### src/pkg/dram_req_pkg.sv
// Shared constants and types for the DRAM cycle request controller and its bus glue.
package dram_req_pkg;
    // Cycle timing in reference clocks.
    localparam int unsigned CLK_PERIOD_NS   = 25;
    localparam int unsigned ROW_TIME_NS     = 50;
    localparam int unsigned WE_LEAD_NS      = 25;
    localparam int unsigned COL_TIME_NS     = 100;
    localparam int unsigned REFRESH_TIME_NS = 200;
    localparam int unsigned ROW_CYCLES      = (ROW_TIME_NS + CLK_PERIOD_NS - 1) / CLK_PERIOD_NS;
    localparam int unsigned WE_LEAD_CYCLES  = (WE_LEAD_NS + CLK_PERIOD_NS - 1) / CLK_PERIOD_NS;
    localparam int unsigned COL_CYCLES      = (COL_TIME_NS + CLK_PERIOD_NS - 1) / CLK_PERIOD_NS;
    localparam int unsigned REF_CYCLES      = (REFRESH_TIME_NS + CLK_PERIOD_NS - 1) / CLK_PERIOD_NS;
    localparam int unsigned CNT_W           = 4;
    localparam int unsigned ROW_BANKS       = 2;
    localparam logic        STRAP_NORMAL    = 1'b0;
    localparam logic        STRAP_ADVANCED  = 1'b1;

    typedef enum logic [2:0] {
        ST_IDLE    = 3'b000,
        ST_ROW     = 3'b001,
        ST_WE_LEAD = 3'b010,
        ST_COL     = 3'b011,
        ST_DONE    = 3'b100,
        ST_REFRESH = 3'b101
    } ctrl_state_t;
endpackage

### src/pkg/dram_req_if.sv
// Interface joining the DRAM controller and the processor bus glue.
`timescale 1ns/1ps
interface dram_req_if;
    logic early_read_cmd_n;
    logic early_write_cmd_n;
    logic protected_select_n;
    logic cpu_status_one;
    logic addr_latch_en;
    logic system_ack_n;
    logic transfer_ack_n;
    logic write_enable_n;

    modport ctrl (
        input  early_read_cmd_n, early_write_cmd_n, protected_select_n,
        input  cpu_status_one, addr_latch_en,
        output system_ack_n, transfer_ack_n, write_enable_n
    );
    modport glue (
        output early_read_cmd_n, early_write_cmd_n, protected_select_n,
        output cpu_status_one, addr_latch_en,
        input  system_ack_n, transfer_ack_n, write_enable_n
    );
endinterface

### src/core/dram_cycle_ctrl.sv
// DRAM controller end: request acceptance, acknowledges, strobes and refresh.
//
// Notes on behaviour
// - Strap selects normal or advanced read requests.
// - Read request held until transfer acknowledge.
// - Requester may drop read after hold time.
// - Advanced read is latch strobe with status.
// - Latch strobe ignored while status low.
// - Advanced read starts at latch strobe fall.
// - Read during refresh sets delayed-ack latch.
// - Delayed latch holds system ack until transfer.
// - Delayed latch cleared after each read.
// - Ready normally derived from transfer acknowledge.
// - Early system ack: use transfer or delayed.
// - Write enable active only in writes.
// - Write enable asserted before column strobe.
// - Glue clears request latches at command end.
// - Write pulse from clocked command and enable.
// - Byte write steering by address and enable.
// - System ack starts access, transfer marks data.
// - Requests need chip select; cycles complete anyway.
// - Refresh drives all rows, others inactive.
`timescale 1ns/1ps
module dram_cycle_ctrl
    import dram_req_pkg::*;
#(
    parameter int unsigned BANKS = ROW_BANKS
) (
    // Clock and reset.
    input  wire logic             ref_clk_i,
    input  wire logic             rst_n_i,
    // Bus side.
    dram_req_if.ctrl              bus,
    // Configuration and refresh.
    input  wire logic             read_mode_strap_i,
    input  wire logic             refresh_req_i,
    input  wire logic             bank_sel_i,
    // Memory array strobes.
    output logic [BANKS-1:0]      row_strobe_n_o,
    output logic                  col_strobe_n_o,
    output logic                  refresh_busy_o
);

    ////////////////////////////////////////////////////////////////////////
    // Input synchronisers; all bus inputs come from another clock domain.
    logic [1:0] rd_s_r, wr_s_r, cs_s_r, st_s_r, ale_s_r, ref_s_r, strap_s_r;
    logic [1:0] bank_s_r;
    logic       ale_d_r;
    always_ff @(posedge ref_clk_i) begin
        rd_s_r    <= {rd_s_r[0], bus.early_read_cmd_n};
        wr_s_r    <= {wr_s_r[0], bus.early_write_cmd_n};
        cs_s_r    <= {cs_s_r[0], bus.protected_select_n};
        st_s_r    <= {st_s_r[0], bus.cpu_status_one};
        ale_s_r   <= {ale_s_r[0], bus.addr_latch_en};
        ref_s_r   <= {ref_s_r[0], refresh_req_i};
        strap_s_r <= {strap_s_r[0], read_mode_strap_i};
        bank_s_r  <= {bank_s_r[0], bank_sel_i};
        ale_d_r   <= ale_s_r[1];
    end

    // strap capture
    // The strap is static, so it is caught once after reset release.
    logic strap_r;
    logic strap_done_r;
    always_ff @(posedge ref_clk_i) begin
        if (!rst_n_i) begin
            strap_r      <= STRAP_NORMAL;
            strap_done_r <= 1'b0;
        end else if (!strap_done_r) begin
            strap_r      <= strap_s_r[1];
            strap_done_r <= 1'b1;
        end
    end

    ////////////////////////////////////////////////////////////////////////
    // Request decode.
    logic selected;
    logic adv_pulse;
    logic rd_req;
    logic wr_req;
    assign selected  = !cs_s_r[1];
    // latch strobe fall with status high
    assign adv_pulse = ale_d_r && !ale_s_r[1] && st_s_r[1];
    // level read request in normal mode
    assign rd_req    = selected && ((strap_r == STRAP_ADVANCED) ? adv_pulse : !rd_s_r[1]);
    // writes use the normal sequence in either mode
    assign wr_req    = selected && !wr_s_r[1];

    // Advanced reads are pulses; one is held pending across refresh.
    logic adv_pend_r;
    ctrl_state_t state_r;
    logic [CNT_W-1:0] cnt_r;
    logic is_write_r;
    logic delay_ack_r;
    logic req_any;
    assign req_any = rd_req || wr_req || adv_pend_r;

    ////////////////////////////////////////////////////////////////////////
    // Cycle sequencer. Refresh wins only when idle and no request waits.
    always_ff @(posedge ref_clk_i) begin
        if (!rst_n_i) begin
            state_r    <= ST_IDLE;
            cnt_r      <= '0;
            is_write_r <= 1'b0;
        end else begin
            unique case (state_r)
                ST_IDLE: begin
                    cnt_r <= '0;
                    if (req_any) begin
                        state_r    <= ST_ROW;
                        is_write_r <= wr_req && !rd_req && !adv_pend_r;
                    end else if (ref_s_r[1]) begin
                        state_r <= ST_REFRESH;
                    end
                end
                ST_ROW: begin
                    cnt_r <= cnt_r + 1'b1;
                    if (cnt_r == CNT_W'(ROW_CYCLES - 1)) begin
                        cnt_r   <= '0;
                        state_r <= ST_WE_LEAD;
                    end
                end
                ST_WE_LEAD: begin
                    cnt_r <= cnt_r + 1'b1;
                    if (cnt_r == CNT_W'(WE_LEAD_CYCLES - 1)) begin
                        cnt_r   <= '0;
                        state_r <= ST_COL;
                    end
                end
                ST_COL: begin
                    cnt_r <= cnt_r + 1'b1;
                    if (cnt_r == CNT_W'(COL_CYCLES - 1)) begin
                        cnt_r   <= '0;
                        state_r <= ST_DONE;
                    end
                end
                // Wait for the requester to drop its level request.
                ST_DONE: begin
                    if (is_write_r ? wr_s_r[1] : (strap_r == STRAP_ADVANCED || rd_s_r[1])) begin
                        state_r <= ST_IDLE;
                    end
                end
                ST_REFRESH: begin
                    cnt_r <= cnt_r + 1'b1;
                    if (cnt_r == CNT_W'(REF_CYCLES - 1)) begin
                        cnt_r   <= '0;
                        state_r <= ST_IDLE;
                    end
                end
                default: state_r <= ST_IDLE;
            endcase
        end
    end

    // Pending advanced read across a refresh.
    always_ff @(posedge ref_clk_i) begin
        if (!rst_n_i) begin
            adv_pend_r <= 1'b0;
        end else if (strap_r == STRAP_ADVANCED && rd_req && state_r != ST_IDLE) begin
            adv_pend_r <= 1'b1;
        end else if (state_r == ST_IDLE && adv_pend_r) begin
            adv_pend_r <= 1'b0;
        end
    end

    // Delayed-acknowledge latch; the set wins over the clear.
    always_ff @(posedge ref_clk_i) begin
        if (!rst_n_i) begin
            delay_ack_r <= 1'b0;
        end else if (rd_req && state_r == ST_REFRESH) begin
            delay_ack_r <= 1'b1;
        end else if (state_r == ST_DONE && !is_write_r) begin
            delay_ack_r <= 1'b0;
        end
    end

    ////////////////////////////////////////////////////////////////////////
    // Strobe and acknowledge outputs, all registered.
    logic active;
    logic in_col;
    assign active = state_r inside {ST_ROW, ST_WE_LEAD, ST_COL};
    assign in_col = state_r == ST_COL;

    logic system_ack_n_n_r, transfer_ack_n_n_r, we_n_r, cas_n_r, busy_r;
    logic [BANKS-1:0] ras_n_r;
    always_ff @(posedge ref_clk_i) begin
        if (!rst_n_i) begin
            system_ack_n_n_r <= 1'b1;
            transfer_ack_n_n_r <= 1'b1;
            we_n_r   <= 1'b1;
            cas_n_r  <= 1'b1;
            ras_n_r  <= '1;
            busy_r   <= 1'b0;
        end else begin
            // system ack at start or with transfer
            system_ack_n_n_r <= !(active && (!delay_ack_r || in_col)) || is_write_r && !active;
            transfer_ack_n_n_r <= !in_col;
            // write enable from row phase of writes
            we_n_r   <= !(is_write_r && active);
            cas_n_r  <= !in_col;
            busy_r   <= state_r == ST_REFRESH;
            for (int b = 0; b < BANKS; b++) begin
                ras_n_r[b] <= !((state_r == ST_REFRESH) ||
                                (active && (BANKS == 1 || int'(bank_s_r[1]) == b)));
            end
        end
    end

    assign bus.system_ack_n   = system_ack_n_n_r;
    assign bus.transfer_ack_n = transfer_ack_n_n_r;
    assign bus.write_enable_n = we_n_r;
    assign row_strobe_n_o     = ras_n_r;
    assign col_strobe_n_o     = cas_n_r;
    assign refresh_busy_o     = busy_r;

endmodule

### src/flat_wrapper.sv
// flat-port wrapper written by rule: the top's interface ports become plain ports
module dram_cycle_ctrl_flat import dram_req_pkg::*;
#(
    parameter int unsigned BANKS = ROW_BANKS
)
  (ref_clk_i, rst_n_i, read_mode_strap_i, refresh_req_i, bank_sel_i, row_strobe_n_o, col_strobe_n_o, refresh_busy_o, bus_early_read_cmd_n, bus_early_write_cmd_n, bus_protected_select_n, bus_cpu_status_one, bus_addr_latch_en, bus_system_ack_n, bus_transfer_ack_n, bus_write_enable_n);
  dram_req_if bus_i ();
  input  wire logic ref_clk_i;
  input  wire logic rst_n_i;
  input  wire logic read_mode_strap_i;
  input  wire logic refresh_req_i;
  input  wire logic bank_sel_i;
  output logic [BANKS-1:0] row_strobe_n_o;
  output logic col_strobe_n_o;
  output logic refresh_busy_o;
  input wire logic [$bits(bus_i.early_read_cmd_n)-1:0] bus_early_read_cmd_n;
  input wire logic [$bits(bus_i.early_write_cmd_n)-1:0] bus_early_write_cmd_n;
  input wire logic [$bits(bus_i.protected_select_n)-1:0] bus_protected_select_n;
  input wire logic [$bits(bus_i.cpu_status_one)-1:0] bus_cpu_status_one;
  input wire logic [$bits(bus_i.addr_latch_en)-1:0] bus_addr_latch_en;
  output wire logic [$bits(bus_i.system_ack_n)-1:0] bus_system_ack_n;
  output wire logic [$bits(bus_i.transfer_ack_n)-1:0] bus_transfer_ack_n;
  output wire logic [$bits(bus_i.write_enable_n)-1:0] bus_write_enable_n;
  assign bus_i.early_read_cmd_n = bus_early_read_cmd_n;
  assign bus_i.early_write_cmd_n = bus_early_write_cmd_n;
  assign bus_i.protected_select_n = bus_protected_select_n;
  assign bus_i.cpu_status_one = bus_cpu_status_one;
  assign bus_i.addr_latch_en = bus_addr_latch_en;
  assign bus_system_ack_n = bus_i.system_ack_n;
  assign bus_transfer_ack_n = bus_i.transfer_ack_n;
  assign bus_write_enable_n = bus_i.write_enable_n;
  dram_cycle_ctrl #(.BANKS(BANKS)) u_core (.ref_clk_i(ref_clk_i), .rst_n_i(rst_n_i), .bus(bus_i), .read_mode_strap_i(read_mode_strap_i), .refresh_req_i(refresh_req_i), .bank_sel_i(bank_sel_i), .row_strobe_n_o(row_strobe_n_o), .col_strobe_n_o(col_strobe_n_o), .refresh_busy_o(refresh_busy_o));
endmodule
### config.mk
export PLATFORM = sky130hd
export DESIGN_NAME = dram_cycle_ctrl_flat
export DESIGN_NICKNAME = d
export VERILOG_FILES = /design/src/pkg/dram_req_pkg.sv /design/src/pkg/dram_req_if.sv /design/src/core/dram_cycle_ctrl.sv /design/src/flat_wrapper.sv
export SDC_FILE = /design/constraint.sdc
export NUM_CORES = 1
export LEC_CHECK = 0
export ABC_AREA = 1
export BUFFER_PORTS_ARGS = -buffer_cell sky130_fd_sc_hd__buf_2
export CAP_MARGIN = 15
export CORE_ASPECT_RATIO = 0.9
export CORE_MARGIN = 2
export CORE_UTILIZATION = 54
export CTS_CLUSTER_SIZE = 28
export DETAILED_ROUTE_END_ITERATION = 16
export GPL_ROUTABILITY_DRIVEN = 0
export PLACE_DENSITY = 0.85
export REMOVE_ABC_BUFFERS = 1
export SYNTH_ARGS = -nofsm -noshare
export SYNTH_HDL_FRONTEND = slang
export SYNTH_SLANG_ARGS = --single-unit
export TNS_END_PERCENT = 50
### constraint.sdc
create_clock -name ref_clk_i -period 1.65 [get_ports ref_clk_i]
set_input_delay 0.33 -clock ref_clk_i [delete_from_list [all_inputs] [get_ports ref_clk_i]]
set_output_delay 0.33 -clock ref_clk_i [all_outputs]
set_load 0.01 [all_outputs]
==> out/results.tsv <==
stage	metric	value	unit
status	outcome	finished clean	
global_route	global-route track usage on met2	0.302	
synthesis	Netlist Area Pre-Place	1250	µm²
global_route	initial antenna violation count	0	
die	Initial Util	0.572	
sta	Rel. slew slack	0.791	
clocking	CTS Buffer Depth	2	
place	dpl hpwl	1620	µm
global_route	grt met1 use	0.214	
global_route	All-Layer GR Usage	0.190	
sta	TNS Setup	0	ns
synthesis	Synth cell types	22	
power_and_ir_drop	post-layout power	2.09	mW
drt	drt first pass iters	4	
sta	Final Hold Viols	0	
worst_setup_path	Worst Path Arrival	1.78	ns
cells_and_area	Util after Layout	0.642	
global_route	gr busiest metal	met2	
worst_setup_path	Critical Path Max Stage Delay	0.37	ns
worst_setup_path	critical path class	flip-flop to flip-flop	
sta	Tmin final	1.52	ns
sta	RSZ-0062 raised after global routing	no	
die	die area	2710	µm²
drt	Vias/cell	4.95	
min_path	worst hold path class	primary input to flip-flop	
power_and_ir_drop	PD cells	1490	nW/µm²
global_route	global-route wire length before repair	3590	µm
run	total of max-cap violations	0	
drt	Post-route DRC	0	
worst_setup_path	Worst Path Max Fanout	6	
worst_setup_path	Buf/Inv on CP	0	
drt	detailed-route via count	966	
worst_setup_path	cell mode on critical path	nand2_1	
cells_and_area	top flop regs	u_core.cnt_r (4), u_core.state_r (3)	
clocking	clk slew on worst S/H paths	0.10	ns
sta	final worst path period share	0.919	
cells_and_area	Biggest register	u_core.cnt_r	
power_and_ir_drop	Max VDD drop	1170	µV
clocking	Sink Count	35	
place	port bufs	16	
global_route	vias in the first global route	882	
cells_and_area	layout cells sized above 1	0.250	
worst_setup_path	CP top delay family	simple AND/OR/NAND/NOR gates	
die	Die X	54.7	µm
clocking	CTS Hold Bufs	0	
sta	worst-margin pin slew	0.313	ns
die	Die Y	49.6	µm
power_and_ir_drop	Leak	0.623	nW
synthesis	Post-Synthesis Cells	147	
place	placed insts	187	
sta	# setup viols final	0	
worst_setup_path	critical path startpoint category	flip-flop	
sta	Clock Skews	0.0105	ns
synthesis	Synth Register Bits	35	
clocking	post-CTS setup buffer count	0	
clocking	H-tree Lvls	2	
global_route	largest net degree at the start of global routing	14	
drt	Detailed Route WL	2170	µm
drt	Routed Antenna Nets	0	
worst_setup_path	Critical Path RT	1.91	ns
sta	Fin Hold WS	0.0963	ns
cells_and_area	final std cells w/o fill	195	
sta	Slew Limit Fails	0	
cells_and_area	fin nets	180	
cells_and_area	# fillers	194	
cells_and_area	ant diodes	0	
synthesis	Yosys Warn Count	0	
worst_setup_path	CP Capture Type	flip-flop	
synthesis	sequential-to-total area share from yosys stat	0.562	
worst_setup_path	CP max-delay cell	dfxtp_4	
die	Site Rows	16	
clocking	Clock Latency Late Sink	0.33	ns
synthesis	Avg Cell Area, Syn	8.49	µm²
die	# IOs	17	
clocking	Root Buffer	clkbuf_4	
die	Placeable Area	2180	µm²
clocking	post-CTS sizing	0	
cells_and_area	max FFs per register	4	
cells_and_area	Area Overhead vs Synth	12.2	%
worst_setup_path	crit-path cells	ha_2, nand2_1, nor2_2, nor2_1, nor2_4, nand2_2, nor2_2, nand2_2, nand2_1, nand2_1, nor2_1	
global_route	GRT overflow	0	
clocking	CTS Buf Count	5	
drt	Routed WL per cell	11.1	µm
clocking	CTS tree	done	
global_route	met3 Resource Use GR	0.0909	
sta	Max Fclk	0.660	GHz
drt	DRT iter0 DRCs	49	
cells by family after synthesis:
group,synth area share
flip-flops,0.562
adder cells (fa/ha/maj),0.0301
AND/OR/NAND/NOR,0.248
AO/OA/AOI/OAI,0.0913
buffers and inverters,0.0692
routing by layer:
| metal | part of all wire | up-vias |
|---|---|---|
| li1 | - | 505 |
| met1 | 0.44 | 430 |
| met2 | 0.48 | 25 |
| met3 | 0.066 | 6 |
| met4 | 0.017 | 0 |
| met5 | 0 | - |
stage by stage:
| stage | worst slack, ns | area (µm²) |
|---|---|---|
| floorplan | 0.326 | 1220 |
| CTS | 0.0723 | 1390 |
| detailed placement | 0.107 | 1340 |
| global placement | 0.201 | 1340 |
| finish | 0.134 | 1400 |
| global route | 0.0323 | 1400 |
final timing paths:
kind	startpoint	end	slack (ns)	cells past startpoint
hold reg to reg	u_core.wr_s_r[0]	u_core.wr_s_r[1]	0.33	0
setup / recovery	u_core.cnt_r[0]	u_core.state_r[2]	0.13	11
setup reg to reg	u_core.cnt_r[0]	u_core.state_r[2]	0.13	11
hold / removal	bus_addr_latch_en	u_core.ale_s_r[0]	0.1	1
placed cells by master (no fill, tap or decap), types with 2 or more instances in the layout:
cell      instances
nor2_2            3
clkbuf_1          2
clkbuf_4          5
inv_1            12
a21oi_1          10
dfxtp_1          32
nand4_1           2
nor2_1           18
nand2_1          29
buf_2            16
dfxtp_2           2
nand3_1           5
inv_2             5
nand2_2           6
ha_1              2
o21ai_1           2
o211ai_1          2
o21ai_0           5
area by class of cell:
type,instances,area [µm²],area share
tap,27,33.8,0.0241
clock inverter,1,5.00,0.00357
clock buffer,7,45.0,0.0322
inverter,17,63.8,0.0456
multi-input combinational,92,465,0.332
sequential,35,707,0.505
timing repair buffer,16,80.1,0.0572
power by group:
part / total [mW] / internal [mW] / switching [mW]
Sequential: 1.05 / 0.955 / 0.0908
Combinational: 0.619 / 0.219 / 0.400
Clock: 0.421 / 0.166 / 0.255
Total: 2.09 / 1.34 / 0.746
cells in the mapped netlist, drive strengths merged:
cell,number,share of area
nand2,35,0.12
nand3,6,0.028
o21ai,7,0.028
a21oi,10,0.040
o31ai,1,0.0060
nor3,1,0.0040
dfxtp,35,0.56
ha,3,0.030
nand3b,1,0.0060
o211ai,2,0.012
buf,3,0.018
nand4,2,0.010
a31oi,1,0.0050
nor3b,1,0.0060
nor2,22,0.076
inv,17,0.051
(Power assumes the default switching activity.)
